### src/design/rt_circ_pkg.sv
package rt_circ_pkg;

  // Register byte offsets on the AHB-Lite slave.
  localparam logic [7:0] CFG1_OFS = 8'h00;
  localparam logic [7:0] CFG2_OFS = 8'h04;
  localparam logic [7:0] IER_OFS = 8'h08;
  localparam logic [7:0] PEND_OFS = 8'h0c;
  localparam logic [7:0] STAT_OFS = 8'h10;
  localparam logic [7:0] LOGIDX_OFS = 8'h14;

  // Configuration field positions.
  localparam int UNDEF_MODE_INVALID_BIT = 0;
  localparam int SPLIT_BIT = 1;
  localparam int BWMS_BIT = 3;

  // Pending and enable bit positions.
  localparam int BDONE_BIT = 0;
  localparam int IWA_BIT = 1;

  // Reset values of the software registers.
  localparam logic [1:0] CFG1_RST = 2'h0;
  localparam logic IRQ_CFG_RST = 1'b0;
  localparam logic [1:0] IRQ_RST = 2'h0;

  // Descriptor control word fields.
  localparam int BSIZE_LSB = 4;
  localparam int BLOCK_DONE_IRQ_ENABLE_BIT = 2;
  localparam int IWA_CTL_BIT = 15;
  localparam int IWA_BC_CTL_BIT = 14;

  // Descriptor word offsets and RAM areas.
  localparam logic [15:0] DESC_CA_OFS = 16'h0002;
  localparam logic [15:0] DESC_MSG_INFO_POINTER_OFS = 16'h0003;
  localparam logic [15:0] LOG_BASE = 16'h0180;
  localparam logic [15:0] MODE_DESC_BASE = 16'h0100;

  // Word layouts.
  localparam int ST_ME_BIT = 10;
  localparam int ST_DBCA_BIT = 1;
  localparam int MI_MARK_BIT = 13;
  localparam logic [15:0] IIW_IWA = 16'h0002;
  localparam logic [5:0] FULL_WC = 6'h20;
  localparam logic [4:0] MODE_DATA_MIN = 5'h10;

  // Response given to a command.
  typedef enum logic [1:0] {RESP_NONE, RESP_STATUS, RESP_STATUS_DATA}
    resp_t;

  // Command as decoded by the protocol engine, with its descriptor.
  typedef struct packed {
    logic txNotRx;
    logic broadcast;
    logic rt31;
    logic modeCmd;
    logic [4:0] code;
    logic [4:0] wordCount;
    logic busy;
    logic illegal;
    logic [15:0] ctrl;
    logic [15:0] startPtr;
    logic [15:0] currPtr;
    logic [15:0] mibaPtr;
    logic [15:0] descAddr;
    logic [15:0] timeTag;
  } msg_evt_t;

  // One RAM write.
  typedef struct packed {
    logic we;
    logic [15:0] addr;
    logic [15:0] data;
  } ram_wr_t;

endpackage

### src/design/rt_circular_buffer_and_mode_cmd.sv
`timescale 1ns/1ps
// Overview of operation
// Receive data goes to current pointer onward.
// Store info and tag before pointer update.
// Advance both pointers while block unfinished.
// Reload pointers at block end by code.
// Block-done interrupt needs both enables.
// Transmit fetch starts at current pointer.
// Transmit stores info then updates pointers.
// Broadcast data shares the same buffer.
// Marker select puts broadcast in bit 13.
// Broadcast transmit: no reply, pointers held.
// Invalid option covers 22 undefined codes.
// Invalid option cleared on reset.
// Illegal sets error, status only.
// Invalid undefined codes: no response, status kept.
// Reset table zero gives in-form replies.
// Bus control acceptance bit never set.
// Mode interrupts from top control bits.
// Broadcast interrupts only for codes 0-15.
// Accessed interrupt sets pending and line.
// Log info and address before line.
// Bad message keeps info pointer.
// Increment once, test full, else add two.
// Host programs power-of-two block code.
module rt_circular_buffer_and_mode_cmd (
  // Clock and synchronous reset.
  input wire logic ref_clk,
  input wire logic reset_n,
  // AHB-Lite slave.
  input wire logic hsel,
  input wire logic [7:0] haddr,
  input wire logic [1:0] htrans,
  input wire logic hwrite,
  input wire logic [2:0] hsize,
  input wire logic [31:0] hwdata,
  input wire logic hready,
  output logic [31:0] hrdata,
  output logic hreadyout,
  output logic hresp,
  // Message events from the protocol engine.
  input wire logic msgStart,
  input wire rt_circ_pkg::msg_evt_t msgEvt,
  input wire logic rxValid,
  input wire logic [15:0] rxWord,
  input wire logic txReq,
  input wire logic msgEnd,
  input wire logic msgError,
  input wire logic gapError,
  // Response and status toward the encoder.
  output logic respValid,
  output rt_circ_pkg::resp_t respKind,
  output logic [15:0] statusWord,
  // Shared RAM access.
  output rt_circ_pkg::ram_wr_t ramWr,
  output logic fetchValid,
  output logic [15:0] fetchAddr,
  // Message interrupt output.
  output logic msgIntLine
);

  // Sequencer states.
  typedef enum logic [3:0] {IDLE, DATA, INFO, TTAG, DCA, DMIBA, LOGI, LOGA}
    state_t;

  state_t state_ff, nxt_state;
  rt_circ_pkg::msg_evt_t evt_ff; // Command latched at message start.
  logic [1:0] cfg1_ff; // Undefined-invalid and split-data options.
  logic bwms_ff; // Broadcast marker select.
  logic [1:0] ier_ff; // Interrupt enables.
  logic [1:0] pend_ff, nxt_pend; // Sticky pending interrupts.
  logic [3:0] logIdx_ff; // Next interrupt log slot.
  logic logDone_ff; // Log address word is on the RAM write port in this cycle.
  logic [5:0] idx_ff; // Data word index inside the message.
  logic err_ff, gap_ff; // End-of-message flags.
  logic meFlag_ff; // Transfer error bit of the status word.
  logic [15:0] lastCmd_ff; // Last accepted command, kept for status.

  // AHB data-phase state; every transfer takes one wait state.
  logic busy_ff, wr_ff;
  logic [7:0] addr_ff;
  logic [31:0] hrdata_ff;
  logic hreadyout_ff;

  // Output flops.
  logic respValid_ff;
  rt_circ_pkg::resp_t respKind_ff;
  rt_circ_pkg::ram_wr_t ramWr_ff;
  logic fetchValid_ff;
  logic [15:0] fetchAddr_ff;
  logic msgIntLine_ff;

  // Command decode of the incoming event.
  wire logic [4:0] inCode = msgEvt.code;
  wire logic inTx = msgEvt.txNotRx;
  // The 22 undefined mode commands. R11
  wire logic undefCode = msgEvt.modeCmd & ((!inTx & !inCode[4]) |
    (!inTx & (inCode == 5'h10 || inCode == 5'h12 || inCode == 5'h13)) |
    (inTx & (inCode == 5'h11 || inCode == 5'h14 || inCode == 5'h15)));
  // Ignored only while the option is set. R14
  wire logic ignoreCmd = undefCode & cfg1_ff[rt_circ_pkg::UNDEF_MODE_INVALID_BIT];
  wire logic bcTx = msgEvt.broadcast & inTx;
  wire logic noXmit = bcTx & msgEvt.rt31;
  // Mode-data replies only for legal codes 16-31 with T/R set. R15
  wire logic withData = inTx & !msgEvt.illegal &
    (!msgEvt.modeCmd | inCode >= rt_circ_pkg::MODE_DATA_MIN);
  wire rt_circ_pkg::resp_t inResp = (msgEvt.broadcast || noXmit) ?
    rt_circ_pkg::RESP_NONE : withData ? rt_circ_pkg::RESP_STATUS_DATA :
    rt_circ_pkg::RESP_STATUS;
  // Top control bits choose the mode interrupts. R17
  wire logic iwaCtl = msgEvt.broadcast ?
    (msgEvt.ctrl[rt_circ_pkg::IWA_BC_CTL_BIT] & !inCode[4]) :
    msgEvt.ctrl[rt_circ_pkg::IWA_CTL_BIT];
  wire logic iwaFire = iwaCtl & ier_ff[rt_circ_pkg::IWA_BIT];

  // Pointer arithmetic for the latched message.
  wire logic [3:0] bsize = evt_ff.ctrl[rt_circ_pkg::BSIZE_LSB +: 4];
  wire logic [15:0] lowMask = ~(16'hffff << bsize);
  wire logic [15:0] mibaInc = evt_ff.mibaPtr + 16'h0001;
  wire logic fullCount = (mibaInc & lowMask) == lowMask;
  wire logic [5:0] wcN = (evt_ff.wordCount == 5'h00) ?
    rt_circ_pkg::FULL_WC : {1'b0, evt_ff.wordCount};
  wire logic [15:0] newCa = fullCount ? evt_ff.startPtr :
    evt_ff.currPtr + {10'h000, wcN};
  wire logic [15:0] newMiba = fullCount ? (evt_ff.mibaPtr & ~lowMask) :
    evt_ff.mibaPtr + 16'h0002;
  // Pointers move only for clean messages that are not broadcast transmits. R21 R10
  wire logic goodMsg = !err_ff & !evt_ff.busy & !evt_ff.illegal &
    !(evt_ff.broadcast & evt_ff.txNotRx);
  wire logic dataAddrOk = idx_ff < wcN;
  wire logic [15:0] dataAddr = evt_ff.currPtr + {10'h000, idx_ff};

  // Message information word; bit 13 is gap or broadcast marker. R9
  wire logic markBit = bwms_ff ? evt_ff.broadcast : gap_ff;
  wire logic [15:0] infoWord = {err_ff, evt_ff.busy, markBit,
    evt_ff.illegal, evt_ff.txNotRx, evt_ff.code, 1'b0, evt_ff.wordCount};
  wire logic [15:0] logAddr = rt_circ_pkg::LOG_BASE +
    {11'h000, logIdx_ff, 1'b0};
  wire logic [15:0] modeDesc = rt_circ_pkg::MODE_DESC_BASE +
    {8'h00, evt_ff.txNotRx, evt_ff.code, 2'b00};

  // Block done raises the buffer interrupt only with both enables. R5
  wire logic bdoneSet = (state_ff == DMIBA) & fullCount &
    evt_ff.ctrl[rt_circ_pkg::BLOCK_DONE_IRQ_ENABLE_BIT] & ier_ff[rt_circ_pkg::BDONE_BIT];
  // Pending is set only once both log words have landed in RAM.
  wire logic iwaSet = logDone_ff;

  // AHB decode.
  wire logic ahbTake = hsel & htrans[1] & hready;
  wire logic busWr = busy_ff & wr_ff;
  wire logic [31:0] pendClr = (busWr && addr_ff == rt_circ_pkg::PEND_OFS) ?
    hwdata : 32'h0;
  wire logic [31:0] rdMux =
    (addr_ff == rt_circ_pkg::CFG1_OFS) ? {30'h0, cfg1_ff} :
    (addr_ff == rt_circ_pkg::CFG2_OFS) ?
      {28'h0, bwms_ff, 3'h0} :
    (addr_ff == rt_circ_pkg::IER_OFS) ? {30'h0, ier_ff} :
    (addr_ff == rt_circ_pkg::PEND_OFS) ? {30'h0, pend_ff} :
    (addr_ff == rt_circ_pkg::STAT_OFS) ? {lastCmd_ff, statusWord} :
    (addr_ff == rt_circ_pkg::LOGIDX_OFS) ? {28'h0, logIdx_ff} : 32'h0;

  // Sticky pending bits: a set in the clearing cycle wins.
  always_comb begin
    nxt_pend = (pend_ff & ~pendClr[1:0]) | {iwaSet, bdoneSet};
  end

  // Next state of the message sequencer.
  always_comb begin
    nxt_state = state_ff;
    unique case (state_ff)
      IDLE: begin
        if (msgStart && !ignoreCmd) begin
          nxt_state = msgEvt.modeCmd ? (iwaFire ? LOGI : IDLE) : DATA;
        end
      end
      DATA: begin
        if (msgEnd) begin
          nxt_state = INFO;
        end
      end
      INFO: nxt_state = TTAG;
      TTAG: nxt_state = goodMsg ? DCA : IDLE;
      DCA: nxt_state = DMIBA;
      DMIBA: nxt_state = IDLE;
      LOGI: nxt_state = LOGA;
      LOGA: nxt_state = IDLE;
    endcase
  end

  // Sequencer, latches and counters.
  always_ff @(posedge ref_clk) begin
    if (!reset_n) begin
      state_ff <= IDLE;
      evt_ff <= '0;
      idx_ff <= 6'h00;
      err_ff <= 1'b0;
      gap_ff <= 1'b0;
    end else begin
      state_ff <= nxt_state;
      if (state_ff == IDLE && msgStart) begin
        evt_ff <= msgEvt;
        idx_ff <= 6'h00;
        err_ff <= 1'b0;
        gap_ff <= 1'b0;
      end else if (state_ff == DATA) begin
        // Broadcast and plain receive data share one buffer. R8
        if ((rxValid && !evt_ff.txNotRx) || (txReq && evt_ff.txNotRx)) begin
          idx_ff <= idx_ff + 6'h01;
        end
        if (msgEnd) begin
          err_ff <= msgError;
          gap_ff <= gapError;
        end
      end
    end
  end

  // Status word, response pulse and last command.
  always_ff @(posedge ref_clk) begin
    if (!reset_n) begin
      meFlag_ff <= 1'b0;
      lastCmd_ff <= 16'h0000;
      respValid_ff <= 1'b0;
      respKind_ff <= rt_circ_pkg::RESP_NONE;
    end else begin
      respValid_ff <= 1'b0;
      // Ignored commands leave status untouched. R14
      if (state_ff == IDLE && msgStart && !ignoreCmd) begin
        meFlag_ff <= msgEvt.illegal;
        lastCmd_ff <= {4'h0, msgEvt.txNotRx, msgEvt.modeCmd, msgEvt.code,
          msgEvt.wordCount};
        respValid_ff <= 1'b1;
        respKind_ff <= inResp;
      end
    end
  end

  // Bus control acceptance stays zero; no bus controller exists here.
  always_comb begin
    statusWord = 16'h0000;
    statusWord[rt_circ_pkg::ST_ME_BIT] = meFlag_ff;
    statusWord[rt_circ_pkg::ST_DBCA_BIT] = 1'b0;
  end

  // RAM write stream: data, info, tag, pointers and log.
  always_ff @(posedge ref_clk) begin
    if (!reset_n) begin
      ramWr_ff <= '0;
    end else begin
      ramWr_ff <= '0;
      unique case (state_ff)
        DATA: begin
          if (rxValid && !evt_ff.txNotRx && dataAddrOk) begin
            ramWr_ff <= '{1'b1, dataAddr, rxWord};
          end
        end
        INFO: ramWr_ff <= '{1'b1, evt_ff.mibaPtr, infoWord};
        TTAG: ramWr_ff <= '{1'b1, evt_ff.mibaPtr + 16'h0001,
          evt_ff.timeTag};
        DCA: ramWr_ff <= '{1'b1, evt_ff.descAddr + rt_circ_pkg::DESC_CA_OFS,
          newCa};
        DMIBA: ramWr_ff <= '{1'b1,
          evt_ff.descAddr + rt_circ_pkg::DESC_MSG_INFO_POINTER_OFS, newMiba};
        LOGI: ramWr_ff <= '{1'b1, logAddr,
          rt_circ_pkg::IIW_IWA};
        LOGA: ramWr_ff <= '{1'b1, logAddr + 16'h0001, modeDesc};
        default: ramWr_ff <= '0;
      endcase
    end
  end

  // Transmit data fetch; no fetch when the reply is suppressed.
  always_ff @(posedge ref_clk) begin
    if (!reset_n) begin
      fetchValid_ff <= 1'b0;
      fetchAddr_ff <= 16'h0000;
    end else begin
      fetchValid_ff <= (state_ff == DATA) & txReq & evt_ff.txNotRx &
        !evt_ff.broadcast & !evt_ff.illegal & dataAddrOk;
      fetchAddr_ff <= dataAddr;
    end
  end

  // Log slot, pending bits and the interrupt line. The line follows
  // the log writes by one cycle so software finds the entry in place.
  always_ff @(posedge ref_clk) begin
    if (!reset_n) begin
      pend_ff <= rt_circ_pkg::IRQ_RST;
      logIdx_ff <= 4'h0;
      logDone_ff <= 1'b0;
      msgIntLine_ff <= 1'b0;
    end else begin
      logDone_ff <= (state_ff == LOGA);
      pend_ff <= nxt_pend;
      msgIntLine_ff <= |(nxt_pend & ier_ff);
      if (iwaSet) begin
        logIdx_ff <= logIdx_ff + 4'h1;
      end
    end
  end

  // Configuration registers; the invalid option clears on reset. R12
  always_ff @(posedge ref_clk) begin
    if (!reset_n) begin
      cfg1_ff <= rt_circ_pkg::CFG1_RST;
      bwms_ff <= rt_circ_pkg::IRQ_CFG_RST;
      ier_ff <= rt_circ_pkg::IRQ_RST;
    end else if (busWr) begin
      if (addr_ff == rt_circ_pkg::CFG1_OFS) begin
        cfg1_ff <= hwdata[1:0];
      end
      if (addr_ff == rt_circ_pkg::CFG2_OFS) begin
        bwms_ff <= hwdata[rt_circ_pkg::BWMS_BIT];
      end
      if (addr_ff == rt_circ_pkg::IER_OFS) begin
        ier_ff <= hwdata[1:0];
      end
    end
  end

  // AHB-Lite slave: address phase, then one wait state, then answer.
  always_ff @(posedge ref_clk) begin
    if (!reset_n) begin
      busy_ff <= 1'b0;
      wr_ff <= 1'b0;
      addr_ff <= 8'h00;
      hrdata_ff <= 32'h0;
      hreadyout_ff <= 1'b1;
    end else if (busy_ff) begin
      busy_ff <= 1'b0;
      hreadyout_ff <= 1'b1;
      hrdata_ff <= wr_ff ? 32'h0 : rdMux;
    end else if (ahbTake) begin
      busy_ff <= 1'b1;
      wr_ff <= hwrite;
      addr_ff <= {haddr[7:2], 2'b00};
      hreadyout_ff <= 1'b0;
    end
  end

  assign hrdata = hrdata_ff;
  assign hreadyout = hreadyout_ff;
  assign hresp = 1'b0;
  assign respValid = respValid_ff;
  assign respKind = respKind_ff;
  assign ramWr = ramWr_ff;
  assign fetchValid = fetchValid_ff;
  assign fetchAddr = fetchAddr_ff;
  assign msgIntLine = msgIntLine_ff;
endmodule

### config.mk
export PLATFORM = sky130hd
export DESIGN_NAME = rt_circular_buffer_and_mode_cmd
export DESIGN_NICKNAME = d
export VERILOG_FILES = /design/src/design/rt_circ_pkg.sv /design/src/design/rt_circular_buffer_and_mode_cmd.sv
export SDC_FILE = /design/constraint.sdc
export NUM_CORES = 1
export LEC_CHECK = 0
export ABC_AREA = 1
export BUFFER_PORTS_ARGS = -buffer_cell sky130_fd_sc_hd__buf_2
export CELL_PAD_IN_SITES_DETAIL_PLACEMENT = 1
export CELL_PAD_IN_SITES_GLOBAL_PLACEMENT = 2
export CORE_MARGIN = 10
export CORE_UTILIZATION = 26
export DETAILED_ROUTE_END_ITERATION = 8
export PLACE_DENSITY = 0.82
export SLEW_MARGIN = 20
export SYNTH_ARGS = -nofsm -noshare
export SYNTH_HDL_FRONTEND = slang
export SYNTH_SLANG_ARGS = --single-unit
### constraint.sdc
create_clock -name ref_clk -period 2.2 [get_ports ref_clk]
set_clock_uncertainty 0.05 [all_clocks]
set_input_delay 0.33 -clock ref_clk [delete_from_list [all_inputs] [get_ports ref_clk]]
set_output_delay 0.33 -clock ref_clk [all_outputs]
set_load 0.05 [all_outputs]
Yosys cells after proc, flatten, opt, wreduce, memory -nomap -nowiden
Index checks and enable logic that the tools add are counted.

Add/sub/neg operators: 11. $lt $le $gt $ge: 2. Equality and inequality tests: 21. Shifts and indexed selects: 1. Mux-type cells: 25. Bitwise operators: 39. Reduce and logical (&&, ||, !) cells: 38.

Operators with widths (count): $pmux W33 S7 (1); $mux W28 (6); $add A16 B2 Y16 const B (3); $mux W33 (1); $add A16 B6 Y16 (2); $and A16 B16 Y16 (2); $mux W16 (2); $not A16 Y16 (2); $eq A5 B5 Y1 const B (6); $pmux W4 S7 (1); $and A1 B1 Y1 (26); $add A16 B1 Y16 const B (1); $eq A16 B16 Y1 (1); $eq A4 B3 Y1 const B (4); $shl A16 B4 Y16 const A (1); $reduce_and A2 Y1 (7); $eq A6 B2 Y1 const B (2); $eq A6 B3 Y1 const B (2); $mux W4 (3); $add A10 B1 Y11 const B (1); $logic_not A1 Y1 (11); $add A9 B5 Y10 const A (1); $add A9 B8 Y10 const A (1); $mux W3 (3); 22 further kinds (47).

Register bits: 234. Input port bits: 184. Output and inout bits: 104. Word-level logic and storage cells: 174.

Longest topological paths before layout
Gate-level depths: netlist of run 1.

Depth in word-level cells: 12. Gate-level depth with buffers: 17. Depth with buffers taken out: 17.

Worst setup path after synthesis of run 1
OpenSTA, ideal clock, no wires.

Path kind: register -> register. Start: register idx_ff[0]. End: register ramWr_ff, in the netlist ramWr[28]. Setup time: 0.115 ns. Data arrival time: 1.878 ns. Data required time: 2.035 ns. Path slack: 0.157 ns. Cell stages (with the launch flop): 15. Path buffers: 0. Clock period less this slack: 2.043 ns. Cells stage by stage: dfxtp_1 -> ha_1 -> fa_1 -> nand3_1 -> nand3_1 -> a21oi_1 -> o21bai_1 -> nand2_1 -> inv_1 -> nand2_1 -> nand2_1 -> nand2_1 -> nor2_1 -> o21ai_0 -> inv_1.

Longest elaborated chain between the ends: 4. Elaborated cells between the ends (all ways): 5. Classes of those cells: 1 x add/sub; 1 x order compare; 2 x mux; 1 x reduce/logical.

Ends and longest elaborated chain: from (decl) (RTL line rt_circular_buffer_and_mode_cmd.sv:74) `logic [5:0] idx_ff;`; from (signal assigned) (RTL line rt_circular_buffer_and_mode_cmd.sv:208) `idx_ff <= idx_ff + 6'h01;`; branches (longest 2 deep; another with $add A16 B6 Y16); $mux W33 * (RTL line rt_circular_buffer_and_mode_cmd.sv:253) `if (rxValid && !evt_ff.txNotRx && dataAddrOk) begin`; $pmux W33 S7 * (RTL line rt_circular_buffer_and_mode_cmd.sv:251) `unique case (state_ff)`; to (signal assigned) (RTL line rt_circular_buffer_and_mode_cmd.sv:254) `ramWr_ff <= '{1'b1, dataAddr, rxWord};`; to (signal assigned) (RTL line rt_circular_buffer_and_mode_cmd.sv:257) `INFO: ramWr_ff <= '{1'b1, evt_ff.mibaPtr, infoWord};`; to (signal assigned) (RTL line rt_circular_buffer_and_mode_cmd.sv:258) `TTAG: ramWr_ff <= '{1'b1, evt_ff.mibaPtr + 16'h0001,`; to (decl) (RTL line rt_circular_buffer_and_mode_cmd.sv:88) `rt_circ_pkg::ram_wr_t ramWr_ff;`.

Mark *: on every way between the ends. A chain may end at the register's enable or synchronous reset.

Worst setup path after layout of run 1
Start: register evt_ff[33] (netlist bit). End: register ramWr_ff, in the netlist ramWr[8].

Longest elaborated chain between the ends: 5. Elaborated cells between the ends (all ways): 7. Classes of those cells: 2 x add/sub; 1 x eq/ne; 3 x mux; 1 x bitwise.

Ends and longest elaborated chain: from (decl) (RTL line rt_circular_buffer_and_mode_cmd.sv:67) `rt_circ_pkg::msg_evt_t evt_ff;`; from (signal assigned) (RTL line rt_circular_buffer_and_mode_cmd.sv:201) `evt_ff <= msgEvt;`; $add A16 B1 Y16 (RTL line rt_circular_buffer_and_mode_cmd.sv:119) `wire logic [15:0] mibaInc = evt_ff.mibaPtr + 16'h0001;`; $and A16 B16 Y16 (RTL line rt_circular_buffer_and_mode_cmd.sv:120) `wire logic fullCount = (mibaInc & lowMask) == lowMask;`; $eq A16 B16 Y1 (RTL line rt_circular_buffer_and_mode_cmd.sv:120); $mux W16, on equally long branches (RTL line rt_circular_buffer_and_mode_cmd.sv:125, rt_circular_buffer_and_mode_cmd.sv:123); $pmux W33 S7 * (RTL line rt_circular_buffer_and_mode_cmd.sv:251).

Mark *: on every way between the ends. The rest lies on a longest branch, timed or not.

==> results of run 1 <==
-- per-stage QoR --
step                      std cells  utilization, %
after floorplan                1682               -
after global placement         2560            32.7
after detailed placement       2560            32.7
after CTS                      2674            37.3
after global routing           2687            38.8
final                          2687            38.8
-- sequential cells by signal, indices dropped and copies added, names as in the netlist, 2 cells and up --
name and cells:
ier_ff 2, idx_ff 6, evt_ff 95, hrdata 17, cfg1_ff 2, lastCmd_ff 12, addr_ff 6, logIdx_ff 4
respKind 2, fetchAddr 16, ramWr 33, state_ff 3, bsize 4, pend_ff 2
-- cell type report --
type	instances	area share [%]
repair buffers	473	20.7
well taps	592	4.33
flip-flops and latches	215	25.2
clock inverters	14	0.884
clock buffers	36	4.67
multi-input cells	1156	39.8
inverters	201	4.47
-- worst min-delay path: stages --
cell	delay, ns
sky130_fd_sc_hd__buf_2	0.07
sky130_fd_sc_hd__o21ai_0	0.07
sky130_fd_sc_hd__a21oi_1	0.10
-- worst max path at each step --
stage / depth (start not counted) / end / from / slack, ns
floorplan: 14 / ramWr[28] / idx_ff[0] / 0.16
global placement: 10 / ramWr[26] / evt_ff[18] / -0.23
detailed placement: 10 / ramWr[26] / evt_ff[18] / -0.32
CTS: 16 / ramWr[9] / evt_ff[33] / -0.05
global route: 14 / ramWr[8] / evt_ff[98] / -0.21
finish: 17 / ramWr[8] / evt_ff[33] / -0.11
-- metal layers --
layer	wire length, µm	vias up	global-route usage [%]
met2	27000	329	33.8
met5	13	-	0
met1	24200	6352	24.9
met4	1520	2	6.27
li1	-	6271	-
met3	3030	75	3.30
-- timing repair --
action,CTS,global route
resized for setup,99,117
gates cloned,4,4
pin swaps,36,47
endpoints found under the hold margin,49,0
hold buffers,44,0
setup buffers,16,10
setup endpoints to repair,34,35
-- synth_stat cells (21+ instances only) --
library cell               number  area (µm²)
sky130_fd_sc_hd__nor3_1        21         105
sky130_fd_sc_hd__o21ai_0      194         971
sky130_fd_sc_hd__nand4_1       32         200
sky130_fd_sc_hd__inv_1        195         732
sky130_fd_sc_hd__xor2_1        32         280
sky130_fd_sc_hd__nand3_1      144         721
sky130_fd_sc_hd__ha_1          24         300
sky130_fd_sc_hd__dfxtp_1      215        4300
sky130_fd_sc_hd__a21oi_1      143         716
sky130_fd_sc_hd__nand2_1      244         916
sky130_fd_sc_hd__nor2_1       171         642
sky130_fd_sc_hd__buf_4         35         263
sky130_fd_sc_hd__clkbuf_1      54         203
-- where the power goes --
group,internal [mW],switching (mW)
Combinational,1.35,2.08
Clock,2.89,1.89
Sequential,4.19,0.226
-- cells in the final DEF, fill, tap and decap left out, types with 5 or more instances in the layout --
master,count
sky130_fd_sc_hd__clkinv_2,9
sky130_fd_sc_hd__nand2_4,14
sky130_fd_sc_hd__a21oi_2,11
sky130_fd_sc_hd__inv_2,10
sky130_fd_sc_hd__ha_1,14
sky130_fd_sc_hd__nand3_2,53
sky130_fd_sc_hd__o21ai_0,186
sky130_fd_sc_hd__clkbuf_16,30
sky130_fd_sc_hd__inv_1,187
sky130_fd_sc_hd__buf_4,183
sky130_fd_sc_hd__dfxtp_2,11
sky130_fd_sc_hd__o21ai_1,6
sky130_fd_sc_hd__xor2_1,27
sky130_fd_sc_hd__o221ai_1,8
sky130_fd_sc_hd__a31oi_1,9
sky130_fd_sc_hd__dlygate4sd3_1,44
sky130_fd_sc_hd__ha_4,7
sky130_fd_sc_hd__nor3_1,18
sky130_fd_sc_hd__a22oi_1,6
sky130_fd_sc_hd__nand3_4,10
sky130_fd_sc_hd__nand2_1,215
sky130_fd_sc_hd__conb_1,31
sky130_fd_sc_hd__buf_6,8
sky130_fd_sc_hd__nor2_2,18
sky130_fd_sc_hd__nand4_1,32
sky130_fd_sc_hd__o22ai_1,10
sky130_fd_sc_hd__dfxtp_1,203
sky130_fd_sc_hd__buf_12,16
sky130_fd_sc_hd__buf_2,210
sky130_fd_sc_hd__nand3_1,94
sky130_fd_sc_hd__nor2_1,156
sky130_fd_sc_hd__nor2_4,7
sky130_fd_sc_hd__clkbuf_8,9
sky130_fd_sc_hd__a21oi_1,131
sky130_fd_sc_hd__nand2_2,23
sky130_fd_sc_hd__xor2_2,5
sky130_fd_sc_hd__buf_8,5
-- kinds of logic after synthesis --
| family | count (synthesis) |
|---|---|
| adder cells (fa/ha/maj) | 26 |
| buffers and inverters | 311 |
| flip-flops | 215 |
| other | 1 |
| AO/OA/AOI/OAI | 401 |
| AND/OR/NAND/NOR | 662 |
| XOR/XNOR | 36 |
==> results.toml, run 1 <==
[run_status]
status = "finished with violations"
violations_in_the_final_reports = "setup timing"

[drt]
drcViolationCount = 0
drt_pass1_iterations = 5
wl_per_cell_um = 20.8
antenna_left = 0
routed_via_density = 4.85
route.vias.total = 13000
routed_wirelength_um = 55800
first_iter_violations = 790

[cells_and_area]
multi_input_area_mm2 = 0.00681
final.fill_count = 5501
antennaDiodeCount = 0
stdcell_area_mm2 = 0.0171
seqCellArea_mm2 = 0.00432
nets = 2284
relative_area_change_from_synthesis_to_final_layout_pct = 47.9
final_layout_size_suffix_gt1_share_pct = 32.6

[setup_path]
worst_setup_path_start_kind = "flop"
critical_path_buf_inv_count = 6
worst-endpoint-required_ns = 2.66
cpMaxStageDelayCell = "sky130_fd_sc_hd__dfxtp_2"
worstPathMaxFanout = 5
critPathKind = "reg -> reg"
critical_path.cell_chain = "buf_6 -> ha_4 -> buf_4 -> inv_1 -> nor2_4 -> nand4_1 -> nand3_2 -> nand2_2 -> nor2_4 -> nand3_4 -> buf_4 -> buf_16 -> nand2_1 -> nand3_1 -> nand3_2 -> nand2_1 -> inv_1"
r2r_slack_ns = -0.11
end_kind = "flop"
critPathTopFamily = "simple AND/OR/NAND/NOR gates"
worstRegToRegCells = 17
startpoint_of_the_most_critical_register_to_register_path = "evt_ff[33]"
regToRegEndpoint = "ramWr[8]"
worst-endpoint-arrival_ns = 2.77
slowest_delay_ns = 0.36

[clock_network]
max-clock-path-buffers = 3
cts.sink_count = 215
clock_insertion_delay_worst_skew_ns = 0.57
cts_max_level = 1
clock_tree.root_cell = "sky130_fd_sc_hd__clkbuf_16"
tritoncts = "done"
clk_transition_reported_paths_ns = 0.06
numCtsBuffers = 27

[yosys]
synth_compound_area_share_pct = 18.8
synth-seq-cells = 215
synth_warnings = 0
mappedNetlistArea_mm2 = 0.0116
area_share_of_fa_ha_maj_cells_after_synthesis_pct = 2.94
synth_simple_gate_area_share_pct = 26.6
synthesized_instance_count = 1652
synth_enable_flop_cells = 0
yosys_most_used_dff = "sky130_fd_sc_hd__dfxtp_1"
synth_mux_area_share_pct = 0
average_size_of_a_mapped_cell_um2 = 7.01
postSynth.asyncResetShare_pct = 0
largest_family_of_logic_cells_by_synthesized_area = "simple AND/OR/NAND/NOR gates"
synth_sequential_area_ratio_pct = 37.2
synth.distinct_cells = 55
synth_xor_area_share_pct = 2.72

[hold_path]
worstHoldPathCells = 3
hold_path_end = "evt_ff[30]"
hold_path.startpoint = "msgEvt[30]"
timing.hold.worst.class = "in -> reg"

[timing]
totalNegativeSetupSlack_ns = -1.25
finalHoldWorstSlack_ns = 0.00308
max_freq_mhz = 432
timing_hold_violations_final = 0
timing.final.max_slew_violations = 0
timing_worst_slew_pin_value_ns = 0.492
timing.slew.headroom_pct = 66.8
post-route-period-util_pct = 105
setup_repair_after_global_routing_missed_its_margin = "true"
fin_crit_ns = 2.31
setup_slack_after_layout_ns = -0.113
setup_violations = 18

[power]
p_per_area_mw_per_mm2 = 738
power.static_leakage_nw = 7.81
max-vdd-ir-drop_mv = 0.513
totalPowerFinal_mw = 12.6

[die]
die-width_um = 231
core.rowCount = 77
die_height_um = 231
floorplan_core_area_mm2 = 0.0441
die_area_mm2 = 0.0534
floorplan.initialDensity_pct = 26.2
ios = 288

[placed_design]
dpl_worst_slack_ns = -0.324
gp_routability_congestion = 0.925
place.port_buffers = 211
placed_instance_area_mm2 = 0.0144
detailedPlacementHpwl_um = 43000

[global_route]
overflow = 0
grt_first_pass_wirelength_um = 82700
antenna_found_initial = 2
global_route.usage.total_pct = 19.8
pin_count_of_the_biggest_net_entering_global_routing = 43
grt_pass1_vias = 13800

[run]
max_cap_viol_count = 0
Note: power is estimated with default switching activity, not from simulation.
==> inputs of run 2 (changes only) <==
--- a/config.mk
+++ b/config.mk
@@ -13,6 +13,7 @@
 export CORE_UTILIZATION = 26
 export DETAILED_ROUTE_END_ITERATION = 8
 export PLACE_DENSITY = 0.82
+export SETUP_SLACK_MARGIN = 0.2
 export SLEW_MARGIN = 20
 export SYNTH_ARGS = -nofsm -noshare
 export SYNTH_HDL_FRONTEND = slang
==> constraint.sdc (replaced) <==
create_clock -name ref_clk -period 2.1 [get_ports ref_clk]
set_clock_uncertainty 0.05 [all_clocks]
set_input_delay 0.315 -clock ref_clk [delete_from_list [all_inputs] [get_ports ref_clk]]
set_output_delay 0.315 -clock ref_clk [all_outputs]
set_load 0.05 [all_outputs]
==> run 2 against run 1 <==
The flow finishes with violations (hold timing, setup timing). Sequential cell count stayed put. Power up 4.6%. Via count increased by 1.9%. Critical endpoint is now ramWr[14]. Largest power group unchanged. Register-to-register slack got worse by 0.09 ns. Setup slack got worse by 0.093 ns. First-iteration DRC count shrank 18%. Sequential share of layout area is 0.76 points lower.
==> results.toml, run 2 (same netlist as run 1, synthesis figures left out) <==
[run_status]
status = "finished with violations"
violations_in_the_final_reports = "hold timing, setup timing"

[global_route]
grt_first_pass_wirelength_um = 83500
pin_count_of_the_biggest_net_entering_global_routing = 96
grt_pass1_vias = 14300
overflow = 0
antenna_found_initial = 5
global_route.usage.total_pct = 19.8

[cells_and_area]
stdcell_area_mm2 = 0.0178
fin_util_pct = 40.3
regMostFlops = "evt_ff"
largest_register_ff_count = 95
final_layout_size_suffix_gt1_share_pct = 33.4
nets = 2352
final_cell_mix = "210 x sky130_fd_sc_hd__nand2_1, 210 x sky130_fd_sc_hd__buf_2, 210 x sky130_fd_sc_hd__buf_4"
relative_area_change_from_synthesis_to_final_layout_pct = 53.6

[die]
ios = 288
core.rowCount = 77
die_height_um = 231
floorplan_core_area_mm2 = 0.0441
floorplan.initialDensity_pct = 26.2
die-width_um = 231
die_area_mm2 = 0.0534

[clock_network]
tritoncts = "done"
clock_insertion_delay_worst_skew_ns = 0.59
max-clock-path-buffers = 3
clk_transition_reported_paths_ns = 0.07
numCtsBuffers = 28
cts_max_level = 1
clock_tree.root_cell = "sky130_fd_sc_hd__clkbuf_16"
cts.sink_count = 215

[timing]
fin_crit_ns = 2.31
timing.slew.headroom_pct = 57.3
timing_worst_slew_pin_value_ns = 0.641
setup_violations = 33
totalNegativeSetupSlack_ns = -3.91
finalHoldWorstSlack_ns = -0.00165
setup_repair_after_global_routing_missed_its_margin = "true"
timing_hold_violations_final = 1
setup_slack_after_layout_ns = -0.206
timing.final.max_slew_violations = 0
post-route-period-util_pct = 110
max_freq_mhz = 434

[placed_design]
gp_routability_congestion = 0.919
detailedPlacementHpwl_um = 41700
placed_instance_area_mm2 = 0.0147
dpl_worst_slack_ns = -0.229
place.port_buffers = 211

[setup_path]
worst_setup_path_start_kind = "flop"
end_kind = "flop"
critPathTopFamily = "simple AND/OR/NAND/NOR gates"
worstRegToRegCells = 16
slowest_delay_ns = 0.32
cpMaxStageDelayCell = "sky130_fd_sc_hd__dfxtp_2"
critical_path_buf_inv_count = 4
critical_path_cell_count = 16
worst-endpoint-arrival_ns = 2.77
worst-endpoint-required_ns = 2.57
critical_path.cell_chain = "nor2_1 -> nand4_1 -> buf_4 -> inv_4 -> ha_4 -> a21o_1 -> nor2_1 -> o21ai_2 -> nand3_1 -> xor2_1 -> inv_1 -> nand2_1 -> nand3_2 -> nand3_2 -> nand2_1 -> inv_1"
critPathKind = "reg -> reg"
worstPathMaxFanout = 5

[run]
max_cap_viol_count = 0

[power]
p_seq_share_pct = 34.9
share_comb_of_total_power_pct = 27.2
max-vdd-ir-drop_mv = 0.590
internal-power_mw = 8.80
p_switching_mw = 4.42
power_frac_clock_pct = 37.9
power.static_leakage_nw = 8.06
p_per_area_mw_per_mm2 = 744
sw_frac_of_total_pct = 33.4

[drt]
wl_per_cell_um = 20.1
routed_wirelength_um = 55300
drcViolationCount = 0
drt_pass1_iterations = 5
routed_via_density = 4.82
first_iter_violations = 644
route.vias.total = 13300
antenna_left = 0

[hold_path]
worstHoldPathCells = 4
timing.hold.worst.class = "in -> reg"
## run 2: cell count changes in the layout (fill, tap and decap cells not counted), moves of 6 or more
cell | previous run | this run
sky130_fd_sc_hd__nor2_1 | 156 | 148
sky130_fd_sc_hd__dfxtp_4 | 1 | 7
sky130_fd_sc_hd__nand2_2 | 23 | 34
sky130_fd_sc_hd__buf_4 | 183 | 210
sky130_fd_sc_hd__dfxtp_1 | 203 | 191
sky130_fd_sc_hd__nor2_4 | 7 | 13
sky130_fd_sc_hd__buf_6 | 8 | 19
sky130_fd_sc_hd__nand3_2 | 53 | 24
sky130_fd_sc_hd__dfxtp_2 | 11 | 17
sky130_fd_sc_hd__nand3_1 | 94 | 123
sky130_fd_sc_hd__dlygate4sd3_1 | 44 | 77
sky130_fd_sc_hd__nand2_4 | 14 | 8
## run 2: power by group through the flow
stage | sequential, mW | combinational, mW | clock, mW
2_1_floorplan | 4.79 | 1.58 | 0
3_3_place_gp | 4.67 | 2.96 | 0
3_5_place_dp | 4.68 | 3.01 | 0
4_1_cts | 4.60 | 3.36 | 5.10
5_1_grt | 4.65 | 3.87 | 5.29
6_report | 4.62 | 3.59 | 5.01
## run 2: worst register-to-register path, cell delays in order (launching register included)
cell and delay, ns:
sky130_fd_sc_hd__dfxtp_2 0.32, sky130_fd_sc_hd__nor2_1 0.12, sky130_fd_sc_hd__nand4_1 0.14, sky130_fd_sc_hd__buf_4 0.17, sky130_fd_sc_hd__inv_4 0.05, sky130_fd_sc_hd__ha_4 0.20
sky130_fd_sc_hd__a21o_1 0.21, sky130_fd_sc_hd__nor2_1 0.15, sky130_fd_sc_hd__o21ai_2 0.11, sky130_fd_sc_hd__nand3_1 0.12, sky130_fd_sc_hd__xor2_1 0.16, sky130_fd_sc_hd__inv_1 0.10
sky130_fd_sc_hd__nand2_1 0.09, sky130_fd_sc_hd__nand3_2 0.07, sky130_fd_sc_hd__nand3_2 0.06, sky130_fd_sc_hd__nand2_1 0.05, sky130_fd_sc_hd__inv_1 0.06
## run 2: layout make-up
cell class,count,area [µm²]
diodes,1,2.50
fillers,5465,26400
well taps,592,741
inverters,201,774
clock inverters,11,145
flip-flops and latches,215,4350
clock buffers,39,812
multi-input cells,1156,6820
repair buffers,540,4130
## run 2: layer usage
layer / global-route usage [%] / vias up / wire length (µm)
li1: - / 6417 / -
met1: 24.3 / 6435 / 23700
met2: 34.9 / 338 / 27100
met3: 3.35 / 81 / 2840
met4: 5.59 / 8 / 1620
met5: 0 / - / 55
## run 2: path summary, 6_finish.rpt
kind / end / slack [ns] / start
worst max-delay path: ramWr[14] / -0.21 / evt_ff[102]
worst min register to register: hreadyout / 0.41 / hreadyout
worst max register to register: ramWr[14] / -0.21 / evt_ff[102]
worst min-delay path: hreadyout / -0.002 / htrans[1]
## run 2: through the flow
| stage | hold slack [ns] | power (mW) | cells |
|---|---|---|---|
| 2_1_floorplan | 0.366 | 6.37 | 1682 |
| 3_3_place_gp | 0.386 | 7.63 | 2579 |
| 3_5_place_dp | 0.390 | 7.69 | 2579 |
| 4_1_cts | 0.00277 | 13.1 | 2735 |
| 5_1_grt | 0.0279 | 13.8 | 2754 |
| 6_report | -0.00165 | 13.2 | 2755 |
## run 2: timing repair
item / 4_1_cts / 5_1_grt
pin swaps: 28 / 33
endpoints found under the setup margin: 51 / 79
setup buffers: 26 / 16
cloned: 3 / 3
gates resized for setup: 119 / 109
hold buffers: 77 / 0
hold endpoints to repair: 87 / 0
